**src/pcwo_pkg.sv**
```systemverilog
// Package of constants and carrier types for the two-channel pulse counter with window outputs.
// Functional notes
// - Freeze true holds count; false does nothing.
// - Allowed active index input loads preload value.
// - Allowed active limit input loads preload value.
// - Two readable window outputs active within range.
// - Window off unless range programmed and armed.
// - Window turns on when count equals low.
// - Window turns off at high; zero at rollover.
// - Arm setting enables range; false disables output.
// - Two pulse inputs, zero to 15 kHz each.
// - Channels are fully independent of each other.
// - Six general-purpose inputs readable by host.
// - Count only while enabled; count is 32-bit.
// - Software disable yields to active external enable.
// - Soft clear resets count; external clear also.
// - Setting permits external enable per channel.
// - Setting permits external clear per channel.
// - Filter code sets maximum counted pulse frequency.
// - Filter selects 15 kHz after reset.
// - Preload only by command, index or limit.
package pcwo_pkg;

  // ==========================================================================
  // Sizes and timing.
  localparam int NUM_CH = 2;
  localparam int NUM_WIN = 2;
  localparam int NUM_GP = 6;
  localparam int CLK_KHZ = 40000;
  localparam int SAMPLE_NS = 16667;
  localparam int SAMPLE_CYCLES = (SAMPLE_NS * CLK_KHZ) / 1000000;
  localparam logic [7:0] FILTER_RESET = 8'h02;

  // ==========================================================================
  // Register byte offsets.
  localparam logic [7:0] CH_STRIDE = 8'h20;
  localparam logic [4:0] CH_CTRL_OFF = 5'h00;
  localparam logic [4:0] CH_PRELOAD_OFF = 5'h04;
  localparam logic [4:0] CH_FILTER_OFF = 5'h08;
  localparam logic [4:0] CH_COUNT_OFF = 5'h0c;
  localparam logic [4:0] CH_STATUS_OFF = 5'h10;
  localparam logic [7:0] WIN_BASE = 8'h40;
  localparam logic [3:0] WIN_LOW_OFF = 4'h0;
  localparam logic [3:0] WIN_HIGH_OFF = 4'h4;
  localparam logic [3:0] WIN_ARM_OFF = 4'h8;
  localparam logic [7:0] WIN_STATUS_ADDR = 8'h60;
  localparam logic [7:0] GP_INPUT_ADDR = 8'h64;

  // ==========================================================================
  // Control register bit positions.
  localparam int CTRL_SW_ENABLE = 0;
  localparam int CTRL_SOFT_CLEAR = 1;
  localparam int CTRL_FREEZE = 2;
  localparam int CTRL_INDEX_ALLOW = 3;
  localparam int CTRL_LIMIT_ALLOW = 4;
  localparam int CTRL_EXT_EN_ALLOW = 5;
  localparam int CTRL_EXT_CLR_ALLOW = 6;
  localparam int CTRL_PRELOAD_NOW = 7;

  // ==========================================================================
  // Carrier types.
  typedef struct packed {
    logic sw_enable;
    logic soft_clear;
    logic count_freeze;
    logic index_preset_allow;
    logic limit_preset_allow;
    logic ext_enable_allow;
    logic ext_clear_allow;
    logic preload_now;
    logic [7:0] glitch_filter_select;
    logic [31:0] preload;
  } pcwo_chan_cfg_s;

  typedef struct packed {
    logic pulse;
    logic index;
    logic limit_switch_input;
    logic ext_enable;
    logic ext_clear;
  } pcwo_chan_pins_s;

  typedef struct packed {
    logic enabled;
    logic filtered_level;
    logic [31:0] count;
  } pcwo_chan_state_s;

endpackage : pcwo_pkg

```
**src/pcwo_top.sv**
```systemverilog
// Two-channel pulse counter with glitch filters, preload, freeze and two window outputs.
//
// The address map and the Wishbone interface to the registers were chosen for this implementation.
`timescale 1ns/1ps
`default_nettype none

// ============================================================================
// One counting channel: glitch filter, gating, clear, preload and 32-bit count.
module pcwo_channel (
  input wire logic sys_clk_in,
  input wire logic reset_in,
  input wire logic sample_tick_in,
  input wire pcwo_pkg::pcwo_chan_cfg_s cfg_in,
  input wire pcwo_pkg::pcwo_chan_pins_s pins_in,
  output pcwo_pkg::pcwo_chan_state_s state_out
);
  import pcwo_pkg::*;

  logic filt_reg;
  logic filt_prev_reg;
  logic [7:0] stable_cnt_reg;
  logic [31:0] count_reg;
  logic enabled;
  logic clear_act;
  logic preload_act;
  logic pulse_edge;

  // A level change is accepted only after it has held for the selected number
  // of samples, which bounds the highest countable rate.
  always_ff @(posedge sys_clk_in) begin
    if (reset_in) begin
      filt_reg <= 1'b0;
      stable_cnt_reg <= 8'h00;
    end else if (sample_tick_in) begin
      if (pins_in.pulse != filt_reg) begin
        if ((stable_cnt_reg + 8'h01) >= cfg_in.glitch_filter_select) begin
          filt_reg <= pins_in.pulse;
          stable_cnt_reg <= 8'h00;
        end else begin
          stable_cnt_reg <= stable_cnt_reg + 8'h01;
        end
      end else begin
        stable_cnt_reg <= 8'h00;
      end
    end
  end

  // Edge detector on the filtered level; only rising edges count.
  always_ff @(posedge sys_clk_in) begin
    if (reset_in) begin
      filt_prev_reg <= 1'b0;
    end else begin
      filt_prev_reg <= filt_reg;
    end
  end

  assign pulse_edge = filt_reg & ~filt_prev_reg;
  // Software enable or a permitted external enable; a software disable cannot
  // override an active permitted external enable.
  assign enabled = cfg_in.sw_enable | (cfg_in.ext_enable_allow & pins_in.ext_enable);
  // Soft clear holds the count at zero while true; external clear only if allowed.
  assign clear_act = cfg_in.soft_clear | (cfg_in.ext_clear_allow & pins_in.ext_clear);
  // Preload only by the command or by a permitted index or limit level.
  assign preload_act = cfg_in.preload_now | (cfg_in.index_preset_allow & pins_in.index) |
                       (cfg_in.limit_preset_allow & pins_in.limit_switch_input);

  // Clear outranks preload, preload outranks freeze, freeze outranks counting.
  // The increment wraps from all ones to zero by its width.
  always_ff @(posedge sys_clk_in) begin
    if (reset_in) begin
      count_reg <= 32'h0000_0000;
    end else if (clear_act) begin
      count_reg <= 32'h0000_0000;
    end else if (preload_act) begin
      count_reg <= cfg_in.preload;
    end else if (cfg_in.count_freeze) begin
      count_reg <= count_reg;
    end else if (enabled && pulse_edge) begin
      count_reg <= count_reg + 32'h0000_0001;
    end
  end

  assign state_out.enabled = enabled;
  assign state_out.filtered_level = filt_reg;
  assign state_out.count = count_reg;

endmodule : pcwo_channel

// ============================================================================
// Top level: classic Wishbone slave, two channels and two window outputs.
module pcwo_top (
  input wire logic sys_clk_in,
  input wire logic reset_in,
  input wire logic wb_cyc_in,
  input wire logic wb_stb_in,
  input wire logic wb_we_in,
  input wire logic [7:0] wb_adr_in,
  input wire logic [3:0] wb_sel_in,
  input wire logic [31:0] wb_dat_in,
  output logic [31:0] wb_dat_out,
  output logic wb_ack_out,
  input wire pcwo_pkg::pcwo_chan_pins_s [pcwo_pkg::NUM_CH-1:0] chan_pins_in,
  input wire logic [pcwo_pkg::NUM_GP-1:0] counter_gp_input_in,
  output logic [pcwo_pkg::NUM_WIN-1:0] window_output_out
);
  import pcwo_pkg::*;

  pcwo_chan_cfg_s [NUM_CH-1:0] cfg_reg;
  pcwo_chan_state_s [NUM_CH-1:0] chan_state;
  logic [31:0] win_low_reg [NUM_WIN];
  logic [31:0] win_high_reg [NUM_WIN];
  logic [NUM_WIN-1:0] win_low_set_reg;
  logic [NUM_WIN-1:0] win_high_set_reg;
  logic [NUM_WIN-1:0] window_arm_reg;
  logic [NUM_WIN-1:0] window_on_reg;
  logic [9:0] tick_cnt_reg;
  logic sample_tick;
  logic ack_reg;
  logic [31:0] rdata_reg;
  logic [31:0] rdata_next;
  logic bus_req;
  logic wr_go;
  logic rd_go;
  logic ch_hit;
  logic ch_idx;
  logic [4:0] ch_off;
  logic win_hit;
  logic win_idx;
  logic [3:0] win_off;

  // Byte-lane merge for 32-bit write-only values.
  function automatic logic [31:0] lane_merge(input logic [31:0] old_val,
                                             input logic [31:0] new_val,
                                             input logic [3:0] sel);
    logic [31:0] merged;
    merged = old_val;
    for (int b = 0; b < 4; b++) begin
      if (sel[b]) begin
        merged[8*b +: 8] = new_val[8*b +: 8];
      end
    end
    return merged;
  endfunction : lane_merge

  // ==========================================================================
  // Sample tick shared by both filters; sharing it couples no channel state.
  always_ff @(posedge sys_clk_in) begin
    if (reset_in) begin
      tick_cnt_reg <= 10'h000;
    end else if (tick_cnt_reg == 10'(SAMPLE_CYCLES - 1)) begin
      tick_cnt_reg <= 10'h000;
    end else begin
      tick_cnt_reg <= tick_cnt_reg + 10'h001;
    end
  end

  assign sample_tick = (tick_cnt_reg == 10'(SAMPLE_CYCLES - 1));

  // ==========================================================================
  // Bus decode. A request is answered one cycle after it is first seen.
  assign bus_req = wb_cyc_in & wb_stb_in & ~ack_reg;
  assign wr_go = bus_req & wb_we_in;
  assign rd_go = bus_req & ~wb_we_in;
  assign ch_hit = (wb_adr_in[7:6] == 2'b00);
  assign ch_idx = wb_adr_in[5];
  assign ch_off = {wb_adr_in[4:2], 2'b00};
  assign win_hit = (wb_adr_in[7:5] == WIN_BASE[7:5]);
  assign win_idx = wb_adr_in[4];
  assign win_off = {wb_adr_in[3:2], 2'b00};

  // Acknowledge and read data; unmapped or write-only addresses read zero.
  always_ff @(posedge sys_clk_in) begin
    if (reset_in) begin
      ack_reg <= 1'b0;
      rdata_reg <= 32'h0000_0000;
    end else begin
      ack_reg <= bus_req;
      if (rd_go) begin
        rdata_reg <= rdata_next;
      end
    end
  end

  assign wb_ack_out = ack_reg;
  assign wb_dat_out = rdata_reg;

  // Read mux: counts, channel status, window states and general inputs.
  always_comb begin
    rdata_next = 32'h0000_0000;
    if (ch_hit) begin
      if (ch_off == CH_COUNT_OFF) begin
        rdata_next = chan_state[ch_idx].count;
      end else if (ch_off == CH_STATUS_OFF) begin
        rdata_next = {26'h0, chan_pins_in[ch_idx].ext_clear, chan_pins_in[ch_idx].ext_enable,
                      chan_pins_in[ch_idx].limit_switch_input, chan_pins_in[ch_idx].index,
                      chan_state[ch_idx].filtered_level, chan_state[ch_idx].enabled};
      end
    end else if (wb_adr_in == WIN_STATUS_ADDR) begin
      rdata_next = {30'h0, window_on_reg};
    end else if (wb_adr_in == GP_INPUT_ADDR) begin
      rdata_next = {26'h0, counter_gp_input_in};
    end
  end

  // ==========================================================================
  // Channel settings. The preload command is a one-cycle pulse; all other
  // bits are levels that hold until rewritten. The filter resets to 15 kHz.
  always_ff @(posedge sys_clk_in) begin
    if (reset_in) begin
      for (int c = 0; c < NUM_CH; c++) begin
        cfg_reg[c] <= '0;
        cfg_reg[c].glitch_filter_select <= FILTER_RESET;
      end
    end else begin
      for (int c = 0; c < NUM_CH; c++) begin
        cfg_reg[c].preload_now <= 1'b0;
      end
      if (wr_go && ch_hit) begin
        if (ch_off == CH_CTRL_OFF && wb_sel_in[0]) begin
          cfg_reg[ch_idx].sw_enable <= wb_dat_in[CTRL_SW_ENABLE];
          cfg_reg[ch_idx].soft_clear <= wb_dat_in[CTRL_SOFT_CLEAR];
          cfg_reg[ch_idx].count_freeze <= wb_dat_in[CTRL_FREEZE];
          cfg_reg[ch_idx].index_preset_allow <= wb_dat_in[CTRL_INDEX_ALLOW];
          cfg_reg[ch_idx].limit_preset_allow <= wb_dat_in[CTRL_LIMIT_ALLOW];
          cfg_reg[ch_idx].ext_enable_allow <= wb_dat_in[CTRL_EXT_EN_ALLOW];
          cfg_reg[ch_idx].ext_clear_allow <= wb_dat_in[CTRL_EXT_CLR_ALLOW];
          cfg_reg[ch_idx].preload_now <= wb_dat_in[CTRL_PRELOAD_NOW];
        end else if (ch_off == CH_PRELOAD_OFF) begin
          cfg_reg[ch_idx].preload <= lane_merge(cfg_reg[ch_idx].preload, wb_dat_in, wb_sel_in);
        end else if (ch_off == CH_FILTER_OFF && wb_sel_in[0]) begin
          cfg_reg[ch_idx].glitch_filter_select <= wb_dat_in[7:0];
        end
      end
    end
  end

  // ==========================================================================
  // Two independent channels, each seeing only its own settings and pins.
  for (genvar c = 0; c < NUM_CH; c++) begin : g_chan
    pcwo_channel u_chan (
      .sys_clk_in(sys_clk_in),
      .reset_in(reset_in),
      .sample_tick_in(sample_tick),
      .cfg_in(cfg_reg[c]),
      .pins_in(chan_pins_in[c]),
      .state_out(chan_state[c])
    );
  end

  // ==========================================================================
  // Window settings. A bound counts as programmed once written after reset.
  always_ff @(posedge sys_clk_in) begin
    if (reset_in) begin
      for (int w = 0; w < NUM_WIN; w++) begin
        win_low_reg[w] <= 32'h0000_0000;
        win_high_reg[w] <= 32'h0000_0000;
      end
      win_low_set_reg <= '0;
      win_high_set_reg <= '0;
      window_arm_reg <= '0;
    end else if (wr_go && win_hit) begin
      if (win_off == WIN_LOW_OFF) begin
        win_low_reg[win_idx] <= lane_merge(win_low_reg[win_idx], wb_dat_in, wb_sel_in);
        win_low_set_reg[win_idx] <= 1'b1;
      end else if (win_off == WIN_HIGH_OFF) begin
        win_high_reg[win_idx] <= lane_merge(win_high_reg[win_idx], wb_dat_in, wb_sel_in);
        win_high_set_reg[win_idx] <= 1'b1;
      end else if (win_off == WIN_ARM_OFF && wb_sel_in[0]) begin
        window_arm_reg[win_idx] <= wb_dat_in[0];
      end
    end
  end

  // Window w watches channel w. It turns on when the count equals the low
  // bound and off when it equals the high bound; a high of zero therefore
  // acts at rollover. If both match at once the output turns off.
  for (genvar w = 0; w < NUM_WIN; w++) begin : g_win
    always_ff @(posedge sys_clk_in) begin
      if (reset_in) begin
        window_on_reg[w] <= 1'b0;
      end else if (!(window_arm_reg[w] && win_low_set_reg[w] && win_high_set_reg[w])) begin
        window_on_reg[w] <= 1'b0;
      end else if (chan_state[w].count == win_high_reg[w]) begin
        window_on_reg[w] <= 1'b0;
      end else if (chan_state[w].count == win_low_reg[w]) begin
        window_on_reg[w] <= 1'b1;
      end
    end
  end

  assign window_output_out = window_on_reg;

endmodule : pcwo_top

`default_nettype wire

```
**config.mk**
```make
export PLATFORM = sky130hd
export DESIGN_NAME = pcwo_top
export DESIGN_NICKNAME = d
export VERILOG_FILES = /design/src/pcwo_pkg.sv /design/src/pcwo_top.sv
export SDC_FILE = /design/constraint.sdc
export NUM_CORES = 1
export LEC_CHECK = 0
export ABC_AREA = 0
export BUFFER_PORTS_ARGS = -buffer_cell sky130_fd_sc_hd__buf_2
export CAP_MARGIN = 20
export CORE_ASPECT_RATIO = 0.5
export CORE_MARGIN = 2
export CORE_UTILIZATION = 60
export CTS_CLUSTER_SIZE = 24
export DETAILED_ROUTE_END_ITERATION = 10
export GPL_ROUTABILITY_DRIVEN = 0
export MAX_ROUTING_LAYER = met4
export PLACE_DENSITY = 0.89
export SLEW_MARGIN = 20
export SYNTH_ARGS = -nofsm -noshare
export SYNTH_HDL_FRONTEND = slang
export SYNTH_SLANG_ARGS = --single-unit
```
**constraint.sdc**
```tcl
create_clock -name sys_clk_in -period 3.2 [get_ports sys_clk_in]
set_clock_uncertainty 0.2 [all_clocks]
set_input_delay 0.64 -clock sys_clk_in [delete_from_list [all_inputs] [get_ports sys_clk_in]]
set_output_delay 0.64 -clock sys_clk_in [all_outputs]
set_load 0.05 [all_outputs]
```
==> results of run 1 <==
[power breakdown]
part	internal (W)	total, W	switching [W]
registers	0.00479	0.00483	0.0000475
logic	0.000164	0.000543	0.000379
clock network	0.00209	0.00381	0.00172
[worst max path at each step]
stage                                                          startpoint                                              end  slack (ns)  cells after the start
final                     g_chan[1].u_chan.stable_cnt_reg[0]$_SDFFE_PP0P_  g_chan[1].u_chan.stable_cnt_reg[2]$_SDFFE_PP0P_        0.18                     10
after global routing      g_chan[1].u_chan.stable_cnt_reg[0]$_SDFFE_PP0P_  g_chan[1].u_chan.stable_cnt_reg[5]$_SDFFE_PP0P_       -0.01                     10
after CTS                 g_chan[0].u_chan.stable_cnt_reg[0]$_SDFFE_PP0P_  g_chan[0].u_chan.stable_cnt_reg[2]$_SDFFE_PP0P_        0.12                     10
after detailed placement  g_chan[0].u_chan.stable_cnt_reg[0]$_SDFFE_PP0P_  g_chan[0].u_chan.stable_cnt_reg[2]$_SDFFE_PP0P_        0.14                     10
after global placement    g_chan[1].u_chan.stable_cnt_reg[0]$_SDFFE_PP0P_  g_chan[1].u_chan.stable_cnt_reg[5]$_SDFFE_PP0P_        0.32                     10
after floorplan           g_chan[1].u_chan.stable_cnt_reg[0]$_SDFFE_PP0P_  g_chan[1].u_chan.stable_cnt_reg[2]$_SDFFE_PP0P_        0.42                     11
[synth_stat cells (all sizes together), types with 3 or more instances]
cell type / instances / share of area (%)
dfxtp: 231 / 26
nand2: 202 / 4.2
xnor2: 183 / 8.9
clkbuf: 143 / 3.0
and3: 137 / 4.8
nor2: 135 / 2.8
edfxtp: 128 / 21
o21ai: 126 / 3.5
a21oi: 76 / 2.1
mux2i: 62 / 3.5
mux2: 55 / 3.4
nand4: 54 / 1.9
nand3: 51 / 1.4
nor3: 31 / 0.86
nor4: 30 / 1.1
a22oi: 26 / 1.1
buf: 26 / 0.67
inv: 26 / 0.54
ha: 22 / 1.5
xor2: 20 / 0.98
a21o: 15 / 0.63
a211oi: 14 / 0.59
and4: 11 / 0.54
a22o: 10 / 0.49
a31oi: 9 / 0.31
nand2b: 7 / 0.24
nor4b: 7 / 0.45
o31ai: 7 / 0.29
and2: 6 / 0.21
o21a: 6 / 0.25
or3: 6 / 0.21
a32o: 5 / 0.28
o22ai: 5 / 0.17
nand3b: 4 / 0.17
nor2b: 4 / 0.14
or4: 4 / 0.17
a311oi: 3 / 0.15
nor3b: 3 / 0.15
or2: 3 / 0.10
[cell type report]
cell class,count,area share [%]
Multi-Input combinational cell,1357,44.2
Sequential cell,359,42.5
Timing Repair Buffer,161,5.29
Clock buffer,47,4.51
Tap cell,391,2.45
Clock inverter,10,0.496
Inverter,26,0.490
Antenna cell,3,0.0377
[critical path: stages (launching register included)]
cell                        delay, ns
sky130_fd_sc_hd__dfxtp_1         0.42
sky130_fd_sc_hd__ha_1            0.27
sky130_fd_sc_hd__nand3_1         0.14
sky130_fd_sc_hd__nor2_1          0.16
sky130_fd_sc_hd__xor2_1          0.20
sky130_fd_sc_hd__ha_1            0.27
sky130_fd_sc_hd__a21o_1          0.20
sky130_fd_sc_hd__a2111oi_0       0.44
sky130_fd_sc_hd__o311a_2         0.38
sky130_fd_sc_hd__nand2b_1        0.08
sky130_fd_sc_hd__a31oi_1         0.16
[cells in the final DEF (no fill, tap or decap), types with 6 or more instances in the layout]
master / count
sky130_fd_sc_hd__nand3_1: 51
sky130_fd_sc_hd__a21o_1: 15
sky130_fd_sc_hd__a211oi_1: 12
sky130_fd_sc_hd__inv_1: 25
sky130_fd_sc_hd__buf_4: 57
sky130_fd_sc_hd__nand2b_1: 7
sky130_fd_sc_hd__mux2_2: 55
sky130_fd_sc_hd__and4_1: 11
sky130_fd_sc_hd__nand4_1: 54
sky130_fd_sc_hd__nor2_1: 132
sky130_fd_sc_hd__nor4_1: 27
sky130_fd_sc_hd__ha_1: 22
sky130_fd_sc_hd__xnor2_1: 183
sky130_fd_sc_hd__a21oi_1: 76
sky130_fd_sc_hd__clkbuf_16: 32
sky130_fd_sc_hd__a22oi_1: 26
sky130_fd_sc_hd__a22o_1: 10
sky130_fd_sc_hd__and2_1: 6
sky130_fd_sc_hd__o31ai_1: 7
sky130_fd_sc_hd__nor3_1: 29
sky130_fd_sc_hd__clkbuf_1: 10
sky130_fd_sc_hd__buf_2: 97
sky130_fd_sc_hd__xor2_1: 20
sky130_fd_sc_hd__o21a_1: 6
sky130_fd_sc_hd__o21ai_0: 126
sky130_fd_sc_hd__buf_12: 7
sky130_fd_sc_hd__dfxtp_1: 231
sky130_fd_sc_hd__a31oi_1: 9
sky130_fd_sc_hd__nand2_1: 202
sky130_fd_sc_hd__and3_1: 137
sky130_fd_sc_hd__mux2i_1: 62
sky130_fd_sc_hd__or3_1: 6
sky130_fd_sc_hd__edfxtp_1: 128
[metal layers]
| layer | wire length [µm] | part of all wire (%) | up-vias |
|---|---|---|---|
| li1 | - | - | 6838 |
| met1 | 20400 | 37 | 7304 |
| met2 | 23600 | 43 | 1236 |
| met3 | 7860 | 14 | 302 |
| met4 | 3580 | 6.5 | 0 |
| met5 | 0 | 0 | - |
[cells by family after synthesis]
| kind of cell | Yosys count |
|---|---|
| buffers and inverters | 195 |
| flip-flops | 359 |
| AO/OA/AOI/OAI | 317 |
| AND/OR/NAND/NOR | 698 |
| adder cells (fa/ha/maj) | 22 |
| XOR/XNOR | 203 |
| multiplexers | 117 |
[what timing repair did]
item | in CTS | in global routing
resized for setup | 0 | 3
setup buffers | 0 | 3
endpoints found under the setup margin | 0 | 9
[through the flow]
step	area, µm²	power, W	util, %	setup slack, ns	instances
after global placement	18900	0.00543	64.7	0.323	2291
after floorplan	18000	0.00522	-	0.425	1911
after global routing	19900	0.00938	68.2	-0.0147	2352
after CTS	19900	0.00914	68.1	0.122	2348
final	19900	0.00919	68.2	0.181	2354
after detailed placement	18900	0.00545	64.7	0.135	2291
==> results.txt, run 1 <==
----------------------------------------------------
[Logic synthesis]
  Synth cell types ... 56
  Most used flip-flop cell after synthesis ... sky130_fd_sc_hd__dfxtp_1
  Number of flops mapped to enable cells by yosys ... 128
  Synthesized instance count ... 1911
  Arithmetic-cell share of the synthesized area counting full adders, half adders and majority gates ... 1.53%
  Largest family of logic cells by synthesized area ... simple AND/OR/NAND/NOR gates
  Simple-gate area share of the yosys netlist ... 19.7%
  Sequential share of the synthesized area ... 47.2%
  Mapped cell area ... 18000 µm²
  Proportion of synthesized area in mux cells ... a little under 7%
  Synth async-reset ratio ... 0%
  Compound-Gate Fraction of Synth Area ... about a tenth
  Mean post-synth cell area ... 9.40 µm²
  Yosys reg bits ... 359
  Post-Syn Nets ... 1998
  Yosys synthesis warning count ... 0
  Share of the synthesized netlist area taken by xor and xnor gates ... 9.90%

[Detailed routing]
  Detailed-routing iteration count for the pre-antenna-repair pass ... 10
  Drc violations ... 4
  Average wire length per cell after detail routing ... roughly 24 µm
  Via density ... 6.66
  Via count of the routed design ... 15.7k
  DRT iter0 DRCs ... 2392
  Final Routed Wirelength ... about 55 mm
  Number of nets still failing antenna checks after routing ... 0

[Clock tree]
  Total CTS buffers ... 31
  Clock transition at path regs ... 0.07 ns
  Clock tree from TritonCTS ... built
  Num Clock Sinks ... around 360
  Clock latency reported for the late side of the worst-skew pair ... about 0.6 ns
  Bufs on Longest Clock Path ... 3
  Number of buffers added to fix hold violations after cts ... 0
  CTS HTree Levels ... 1
  Clock root buffer ... sky130_fd_sc_hd__clkbuf_16

[Global route]
  Met2 capacity usage during global routing ... 53.6%
  Wire length of the first global-routing pass ... 84.9 mm
  Via count of the first global-routing pass ... 14.8k
  Routing usage on met1 ... 45.0%
  Antenna violations before repair ... 1
  Total gr overflow ... 0
  M3 GR Usage ... a little under a tenth
  Pin count of the biggest net entering global routing ... 62
  Global-route total usage across every layer ... around 36%
  Grt peak-use layer ... met2

[Layout]
  Number of filler instances in the final layout ... 2049
  Layout cells sized above 1 ... 14.4%
  Area added between synthesis and finish ... 11.0%
  Area taken by flip-flops and latches ... 8470 µm²
  Flip-flop count of the largest register after layout ... 96
  NumNets Final ... between 2k and 2.5k
  Total area of multi-input combinational cells ... approximately 8800 µm²

[Power and ir drop]
  Peak supply drop ... roughly 0.36 mV
  Cell area power density ... 461 nW/µm²
  Leak Pwr ... 7.65 nW

[Placed design]
  Port Buffers ... 99
  DPL Wire Length ... roughly 39 mm

[Setup path]
  Critical path data arrival time ... around 3.3 ns
  Worst Path Max Fanout ... 9
  Startpoint type of the worst setup path ... register
  Required time reported for the critical path endpoint ... 3.49 ns
  Reg-to-reg critical path startpoint ... g_chan[1].u_chan.stable_cnt_reg[0]$_SDFFE_PP0P_
  Setup CP Type ... register to register
  Capturing element type of the critical path ... register
  Register-to-register setup slack ... ~0.18 ns
  Endpoint of the worst-slack reg-to-reg timing path ... g_chan[1].u_chan.stable_cnt_reg[2]$_SDFFE_PP0P_
  R2R depth ... 10

[Hold path]
  Class of the worst hold path ... primary input to register
  Source of the worst hold timing path ... counter_gp_input_in[2]
  Cells on Worst Hold Path ... 3
  Worst hold endpoint ... wb_dat_out[2]$_SDFFE_PP0P_

[Timing]
  Final critical path time including I/O delays and setup ... 3.02 ns
  Least-Margin Pin Slew ... about 0.90 ns
  Smallest hold slack ... 0.162 ns
  Setup total negative slack ... 0 ns
  Final Hold Vio Count ... 0
  Period utilization ... 94.3%
  Worst relative slew slack ... 40.2%
  Final setup vio count ... 0
  Number of pins with negative max-slew slack in the final report ... 0
  Max Clk Rate ... 0.331 GHz

[Floorplanning]
  Number of top-level design ports ... 100
  Count of standard-cell rows ... 44
  Overall die area ... 31400 µm²
  Die Height ... ~130 µm
  Core footprint ... 29200 µm²
  Horiz. Die Dim ... 249 µm
  Starting density of the core ... slightly above 60%

[Status]
  Violated checks ... design-rule violations
  Run status ... finished with violations

[Flow run]
  Max-cap viol count ... 0

----------------------------------------------------
Power figures use the tool's default switching activity.
==> run 2, diff against run 1 <==
--- a/config.mk
+++ b/config.mk
@@ -10,12 +10,12 @@
 export CAP_MARGIN = 20
 export CORE_ASPECT_RATIO = 0.5
 export CORE_MARGIN = 2
-export CORE_UTILIZATION = 60
+export CORE_UTILIZATION = 35
 export CTS_CLUSTER_SIZE = 24
 export DETAILED_ROUTE_END_ITERATION = 10
 export GPL_ROUTABILITY_DRIVEN = 0
 export MAX_ROUTING_LAYER = met4
-export PLACE_DENSITY = 0.89
+export PLACE_DENSITY = 0.61
 export SLEW_MARGIN = 20
 export SYNTH_ARGS = -nofsm -noshare
 export SYNTH_HDL_FRONTEND = slang
==> run 2 against run 1 <==
Net effect: register-to-register slack gained 0.06 ns; first-iteration DRC count shrank 34%; highest routed layer unchanged; flip-flop and latch count unchanged; the run now ends clean; critical path depth unchanged; count of clock-buffer cells in the layout up 4; combinational power fell by 2%; fmax is 2.2% higher; critical path type unchanged; sequential power barely moved.
==> results.txt, run 2 (synthesized netlist as in run 1, its figures left out) <==
----------------------------------------------------
[Setup path]
  Capturing element type of the critical path ... register
  Worst Path Max Fanout ... 9 (unchanged)
  Critical path data arrival time ... 3.21 ns (-0.10 ns)
  Setup CP Type ... register to register
  Required time reported for the critical path endpoint ... 3.46 ns (-0.03 ns)
  Startpoint type of the worst setup path ... register
  Reg-to-reg critical path startpoint ... g_chan[1].u_chan.stable_cnt_reg[0]$_SDFFE_PP0P_
  First element of the critical path ... g_chan[1].u_chan.stable_cnt_reg[0]$_SDFFE_PP0P_

[Placed design]
  Post-placement cell count ... 2584 (+13%)
  DPL Wire Length ... 40.2 mm (+3.5%)
  Port Buffers ... 99 (unchanged)

[Detailed routing]
  DRT iter0 DRCs ... 1576 (-34%)
  Detailed-routing iteration count for the pre-antenna-repair pass ... 5 (-5)
  Average wire length per cell after detail routing ... 21.1 µm (-10%)
  Drc violations ... 0 (-4)
  Number of nets still failing antenna checks after routing ... 0 (unchanged)
  Final Routed Wirelength ... 56.0 mm (+1.1%)
  Via density ... 5.40 (-19%)
  Via count of the routed design ... 14.3k (-8.6%)

[Power and ir drop]
  Leak Pwr ... 7.67 nW (+0.35%)
  Peak supply drop ... 0.304 mV (-16%)
  Net switching power figure ... 0.00229 W (+6.7%)
  Internal Power ... 0.00736 W (+4.5%)
  Part of the power in registers ... 50.1% (-2.5 points)
  Cell area power density ... 474 nW/µm² (+2.7%)
  Combinational share of power ... 5.5% (-0.4 points)
  Clock power share ... 44.4% (+2.9 points)
  Net Sw Frac ... 23.8% (+0.39 points)

[Clock tree]
  Clock transition at path regs ... 0.07 ns (about the same)
  Clock root buffer ... sky130_fd_sc_hd__clkbuf_16
  CTS HTree Levels ... 2 (+1)
  Clock latency reported for the late side of the worst-skew pair ... 0.55 ns (-0.05 ns)
  Total CTS buffers ... 36 (+16%)
  Number of buffers added to fix hold violations after cts ... 0 (unchanged)
  Setup Buffers After CTS ... 0 (unchanged)
  Bufs on Longest Clock Path ... 3 (unchanged)
  Clock tree from TritonCTS ... built
  Num Clock Sinks ... 359 (unchanged)

[Timing]
  Final setup vio count ... 0 (unchanged)
  Max Clk Rate ... 0.338 GHz (+2.2%)
  Period utilization ... 92.3% (-2.0 points)
  Final Hold Vio Count ... 0 (unchanged)
  Final critical path time including I/O delays and setup ... 2.96 ns (-0.0637 ns)
  Least-Margin Pin Slew ... 1.06 ns (+0.161 ns)
  Smallest hold slack ... 0.182 ns (+0.0208 ns)
  Number of pins with negative max-slew slack in the final report ... 0 (unchanged)
  Setup repair after global routing missed its margin ... false
  Setup total negative slack ... 0 ns (unchanged)
  Worst relative slew slack ... 28.9% (-11 points)

[Floorplanning]
  Count of standard-cell rows ... 58 (+32%)
  Core footprint ... 50400 µm² (+73%)
  Horiz. Die Dim ... 324 µm (+30%)
  Overall die area ... 53200 µm² (+69%)
  Starting density of the core ... 35.6% (-26 points)
  Die Height ... 164 µm (+30%)
  Number of top-level design ports ... 100 (unchanged)

[Layout]
  Area added between synthesis and finish ... 13.4%
  NumNets Final ... 2019 (-0.20%)
  Layout cells sized above 1 ... 14.5% (+0.10 points)
  Final std cells w/o fill ... 2651 (+13%)
  Most frequent standard cell in the layout excluding fill and tap cells ... sky130_fd_sc_hd__dfxtp_1
  Most frequent cells in the layout ... sky130_fd_sc_hd__dfxtp_1 (231), sky130_fd_sc_hd__nand2_1 (202), sky130_fd_sc_hd__xnor2_1 (183), sky130_fd_sc_hd__and3_1 (137), sky130_fd_sc_hd__nor2_1 (132)
  Flip-flop count of the largest register after layout ... 96 (unchanged)

[Global route]
  Antenna violations before repair ... 1 (unchanged)
  Wire length of the first global-routing pass ... 83.0 mm (-2.2%)
  Total gr overflow ... 0 (unchanged)
  Pin count of the biggest net entering global routing ... 76 (+23%)
  Via count of the first global-routing pass ... 13.3k (-10%)
  Global-route total usage across every layer ... 21.2% (-14 points)

[Hold path]
  Class of the worst hold path ... primary input to register
  Source of the worst hold timing path ... counter_gp_input_in[5]

[Flow run]
  Max-cap viol count ... 0 (unchanged)

[Status]
  Run status ... finished clean

----------------------------------------------------
-- run 2: changes by cell type in the layout (fill, tap and decap cells not counted), sizes merged --
| cell | change |
|---|---|
| buf | -9 |
| inv | +2 |
| clkbuf | +4 |
| diode | -2 |
| clkinv | +2 |
| clkinvlp | +1 |
-- run 2: what timing repair did --
item,in CTS,in global routing
gates resized for setup,0,2
setup endpoints to repair,0,4
endpoints found under the hold margin,0,0
-- run 2: power groups by stage --
stage	sequential, W	combinational, W	clock, W
floorplan	0.00493	0.000288	0
global placement	0.00493	0.000517	0
detailed placement	0.00493	0.000521	0
CTS	0.00483	0.000524	0.00435
global route	0.00484	0.000565	0.00453
finish	0.00483	0.000531	0.00429
-- run 2: metal layers --
| layer | GRT usage (%) | vias to the layer above | share of wire (%) |
|---|---|---|---|
| li1 | - | 6828 | - |
| met1 | 26.9 | 6878 | 43 |
| met2 | 33.4 | 488 | 46 |
| met3 | 3.91 | 132 | 6.9 |
| met4 | 8.94 | 0 | 4.2 |
| met5 | - | - | 0 |
-- run 2: final timing paths --
kind                            cells past startpoint                                         endpoint  slack, ns
worst max-delay path                               10  g_chan[1].u_chan.stable_cnt_reg[2]$_SDFFE_PP0P_       0.24
worst min-delay path                                3                       wb_dat_out[5]$_SDFFE_PP0P_       0.18
worst max register to register                     10  g_chan[1].u_chan.stable_cnt_reg[2]$_SDFFE_PP0P_       0.24
worst min register to register                      1                 win_high_set_reg[1]$_SDFFE_PP0P_       0.26
-- run 2: metrics by stage --
stage	cell area (µm²)	worst slack [ns]	util (%)	total power (W)
final	20400	0.245	40.4	0.00965
after global placement	19200	0.299	38.1	0.00545
after detailed placement	19200	0.212	38.1	0.00545
after floorplan	18000	0.425	-	0.00522
after CTS	20400	0.128	40.4	0.00970
after global routing	20400	0.0274	40.4	0.00993
-- run 2: layout make-up --
cell class	count	area [µm²]
Tap cell	690	863
Timing Repair Buffer	152	961
Multi-Input combinational cell	1357	8820
Fill cell	4985	30100
Clock inverter	15	134
Antenna cell	1	2.50
Sequential cell	359	8470
Inverter	26	98.8
Clock buffer	51	1020
-- run 2: worst max-delay path: stages (launching register included) --
cell and delay, ns:
sky130_fd_sc_hd__dfxtp_1 0.41, sky130_fd_sc_hd__ha_1 0.25, sky130_fd_sc_hd__nand3_1 0.14, sky130_fd_sc_hd__nor2_1 0.16, sky130_fd_sc_hd__xor2_1 0.21, sky130_fd_sc_hd__ha_1 0.28, sky130_fd_sc_hd__a21o_1 0.19, sky130_fd_sc_hd__a2111oi_0 0.43
sky130_fd_sc_hd__o311a_2 0.37, sky130_fd_sc_hd__nand2b_1 0.08, sky130_fd_sc_hd__a31oi_1 0.15
==> run 3, diff against run 2 <==
--- a/config.mk
+++ b/config.mk
@@ -10,12 +10,13 @@
 export CAP_MARGIN = 20
 export CORE_ASPECT_RATIO = 0.5
 export CORE_MARGIN = 2
-export CORE_UTILIZATION = 35
+export CORE_UTILIZATION = 40
 export CTS_CLUSTER_SIZE = 24
 export DETAILED_ROUTE_END_ITERATION = 10
 export GPL_ROUTABILITY_DRIVEN = 0
 export MAX_ROUTING_LAYER = met4
-export PLACE_DENSITY = 0.61
+export PLACE_DENSITY = 0.66
+export SKIP_CTS_REPAIR_TIMING = 1
 export SLEW_MARGIN = 20
 export SYNTH_ARGS = -nofsm -noshare
 export SYNTH_HDL_FRONTEND = slang
==> run 3 against run 2 <==
Net effect: non-clock buffer count did not move; count of clock-buffer cells in the layout fell by 5; die area fell by 12%; sequential power barely moved; global-route usage rose by 2.5 points; total power rose by 2.3%; combinational power rose by 0.9%; critical path type unchanged; sequential share of layout area barely moved; largest cell class unchanged; clock power rose by 4.9%.
==> results.txt, run 3 (synthesized netlist as in run 1, its figures left out) <==
----------------------------------------------------
[Status]
  Run status ... finished clean

[Detailed routing]
  Number of nets still failing antenna checks after routing ... 0 (unchanged)
  Via count of the routed design ... 14.4k (+0.84%)
  Routed length on met2 ... 24.7 mm (-3.0%)
  Routed wire length on met3 ... 4.50 mm (+17%)
  DRT iter0 DRCs ... 1663 (+5.5%)
  Detailed-routing iteration count for the pre-antenna-repair pass ... 6 (+1)
  Drc violations ... 0 (unchanged)
  Via density ... 5.67 (+4.9%)
  WL met1 ... 23.3 mm (-4.1%)
  Final Routed Wirelength ... 54.5 mm (-2.6%)
  Top routing layer in use ... met4
  Average wire length per cell after detail routing ... 21.4 µm (+1.4%)

[Clock tree]
  Clock tree from TritonCTS ... built
  CTS HTree Levels ... 2 (unchanged)
  Total CTS buffers ... 36 (unchanged)
  Num Clock Sinks ... 359 (unchanged)
  Clock transition at path regs ... 0.06 ns (about the same)
  Clock root buffer ... sky130_fd_sc_hd__clkbuf_16
  Bufs on Longest Clock Path ... 3 (unchanged)
  Clock latency reported for the late side of the worst-skew pair ... 0.53 ns (-0.02 ns)

[Power and ir drop]
  Internal Power ... 0.00760 W (+3.4%)
  Part of the power in registers ... 49.0% (-1.1 points)
  Net Sw Frac ... 23.0% (-0.81 points)
  Combinational share of power ... 5.4% (about the same)
  Cell area power density ... 485 nW/µm² (+2.3%)
  Leak Pwr ... 7.72 nW (+0.66%)
  Net switching power figure ... 0.00226 W (-1.2%)
  Clock power share ... 45.6% (+1.2 points)
  Peak supply drop ... 0.353 mV (+16%)

[Timing]
  Setup total negative slack ... 0 ns (unchanged)
  Least-Margin Pin Slew ... 1.04 ns (-0.0211 ns)
  Period utilization ... 91.8% (-0.54 points)
  Final critical path time including I/O delays and setup ... 2.94 ns (-0.0172 ns)
  Final setup vio count ... 0 (unchanged)
  Number of pins with negative max-slew slack in the final report ... 0 (unchanged)
  Max Clk Rate ... 0.340 GHz (+0.59%)
  Worst relative slew slack ... 30.3% (+1.4 points)
  Final Hold Vio Count ... 0 (unchanged)
  Setup repair after global routing missed its margin ... false

[Floorplanning]
  Die Height ... 154 µm (-6.3%)
  Number of top-level design ports ... 100 (unchanged)
  Count of standard-cell rows ... 54 (-6.9%)
  Core footprint ... 43900 µm² (-13%)
  Starting density of the core ... 40.9% (+5.3 points)
  Horiz. Die Dim ... 304 µm (-6.4%)
  Overall die area ... 46700 µm² (-12%)

[Layout]
  Area added between synthesis and finish ... 13.4% (about the same)
  Flip-flop count of the largest register after layout ... 96 (unchanged)
  Most frequent cells in the layout ... sky130_fd_sc_hd__dfxtp_1 (231), sky130_fd_sc_hd__nand2_1 (202), sky130_fd_sc_hd__xnor2_1 (183), sky130_fd_sc_hd__and3_1 (137), sky130_fd_sc_hd__nor2_1 (132)
  NumNets Final ... 2019 (unchanged)
  Layout cells sized above 1 ... 14.6% (+0.12 points)
  Most frequent standard cell in the layout excluding fill and tap cells ... sky130_fd_sc_hd__dfxtp_1
  Final Util ... 46.4% (+6.0 points)

[Setup path]
  Setup CP Type ... register to register
  Critical path data arrival time ... 3.21 ns (about the same)
  Slowest cell delay on critical path ... 0.43 ns (about the same)
  Capturing element type of the critical path ... register
  Worst Path Max Fanout ... 7 (-2)
  Cell chain of the critical path ... ha_1 > nand3_1 > nor2_1 > xor2_1 > ha_1 > a21o_1 > a2111oi_0 > o311a_1 > buf_4 > a22o_1
  Highest-delay cell along the critical path ... sky130_fd_sc_hd__dfxtp_1
  Required time reported for the critical path endpoint ... 3.47 ns (about the same)
  Cell seen most often among critical-path stages ... sky130_fd_sc_hd__ha_1
  Startpoint type of the worst setup path ... register

[Global route]
  Via count of the first global-routing pass ... 13.3k (+0.52%)
  Pin count of the biggest net entering global routing ... 83 (+9.2%)
  Wire length of the first global-routing pass ... 82.3 mm (-0.87%)
  Antenna violations before repair ... 2 (+1)
  Total gr overflow ... 0 (unchanged)
  Global-route total usage across every layer ... 23.7% (+2.5 points)

[Placed design]
  Port Buffers ... 99 (unchanged)
  DPL Wire Length ... 38.6 mm (-4.1%)

[Hold path]
  Class of the worst hold path ... primary input to register

[Flow run]
  Max-cap viol count ... 0 (unchanged)

----------------------------------------------------
-- run 3: cell count changes in the layout (fill, tap and decap cells not counted), sizes merged --
cell | before | now
inv | 29 | 27
bufinv | 2 | 4
clkbuf | 51 | 46
clkinv | 9 | 12
diode | 1 | 2
-- run 3: power by group through the flow --
stage | clock, W | sequential (W) | combinational [W]
global route | 0.00476 | 0.00484 | 0.000566
global placement | 0 | 0.00493 | 0.000523
detailed placement | 0 | 0.00493 | 0.000525
floorplan | 0 | 0.00493 | 0.000288
finish | 0.00450 | 0.00483 | 0.000536
CTS | 0.00455 | 0.00483 | 0.000528
-- run 3: worst paths after layout --
check	endpoint	cells after the start	from	slack [ns]
setup / recovery	g_chan[0].u_chan.stable_cnt_reg[1]$_SDFFE_PP0P_	10	g_chan[0].u_chan.stable_cnt_reg[0]$_SDFFE_PP0P_	0.26
hold reg to reg	win_low_set_reg[0]$_SDFFE_PP0N_	1	win_low_set_reg[0]$_SDFFE_PP0N_	0.26
setup reg to reg	g_chan[0].u_chan.stable_cnt_reg[1]$_SDFFE_PP0P_	10	g_chan[0].u_chan.stable_cnt_reg[0]$_SDFFE_PP0P_	0.26
hold / removal	wb_ack_out$_SDFF_PP0_	3	wb_cyc_in	0.20
-- run 3: critical path: cells and delay by family, from the launching register on --
kind / cells / cell delay, ns
AO/OA/AOI/OAI: 4 / 1.04
XOR/XNOR: 1 / 0.21
adder cells (fa/ha/maj): 2 / 0.55
buffers and inverters: 1 / 0.17
flip-flops: 1 / 0.43
AND/OR/NAND/NOR: 2 / 0.28
-- run 3: routing by layer --
metal  global-route usage [%]  vias up
met5                        -        -
met4                     9.12        0
met3                     3.89      109
met2                     36.8      579
met1                     31.1     6939
li1                         -     6820
-- run 3: final cells by class --
type / count / area [µm²]
Fill cell: 4158 / 23600
Multi-Input combinational cell: 1357 / 8810
Sequential cell: 359 / 8470
Clock buffer: 46 / 1050
Timing Repair Buffer: 152 / 998
Tap cell: 588 / 736
Clock inverter: 18 / 188
Inverter: 26 / 97.6
Antenna cell: 2 / 5.00
-- run 3: stage by stage --
stage / worst slack (ns) / power [W] / std cells / hold WS (ns) / instance area, µm²
2_1_floorplan: 0.425 / 0.00522 / 1911 / 0.227 / 18000
3_3_place_gp: 0.290 / 0.00545 / 2480 / 0.233 / 19100
3_5_place_dp: 0.185 / 0.00546 / 2480 / 0.242 / 19100
4_1_cts: 0.164 / 0.00991 / 2544 / 0.182 / 20300
5_1_grt: 0.00152 / 0.0102 / 2548 / 0.231 / 20400
6_report: 0.262 / 0.00987 / 2548 / 0.203 / 20400
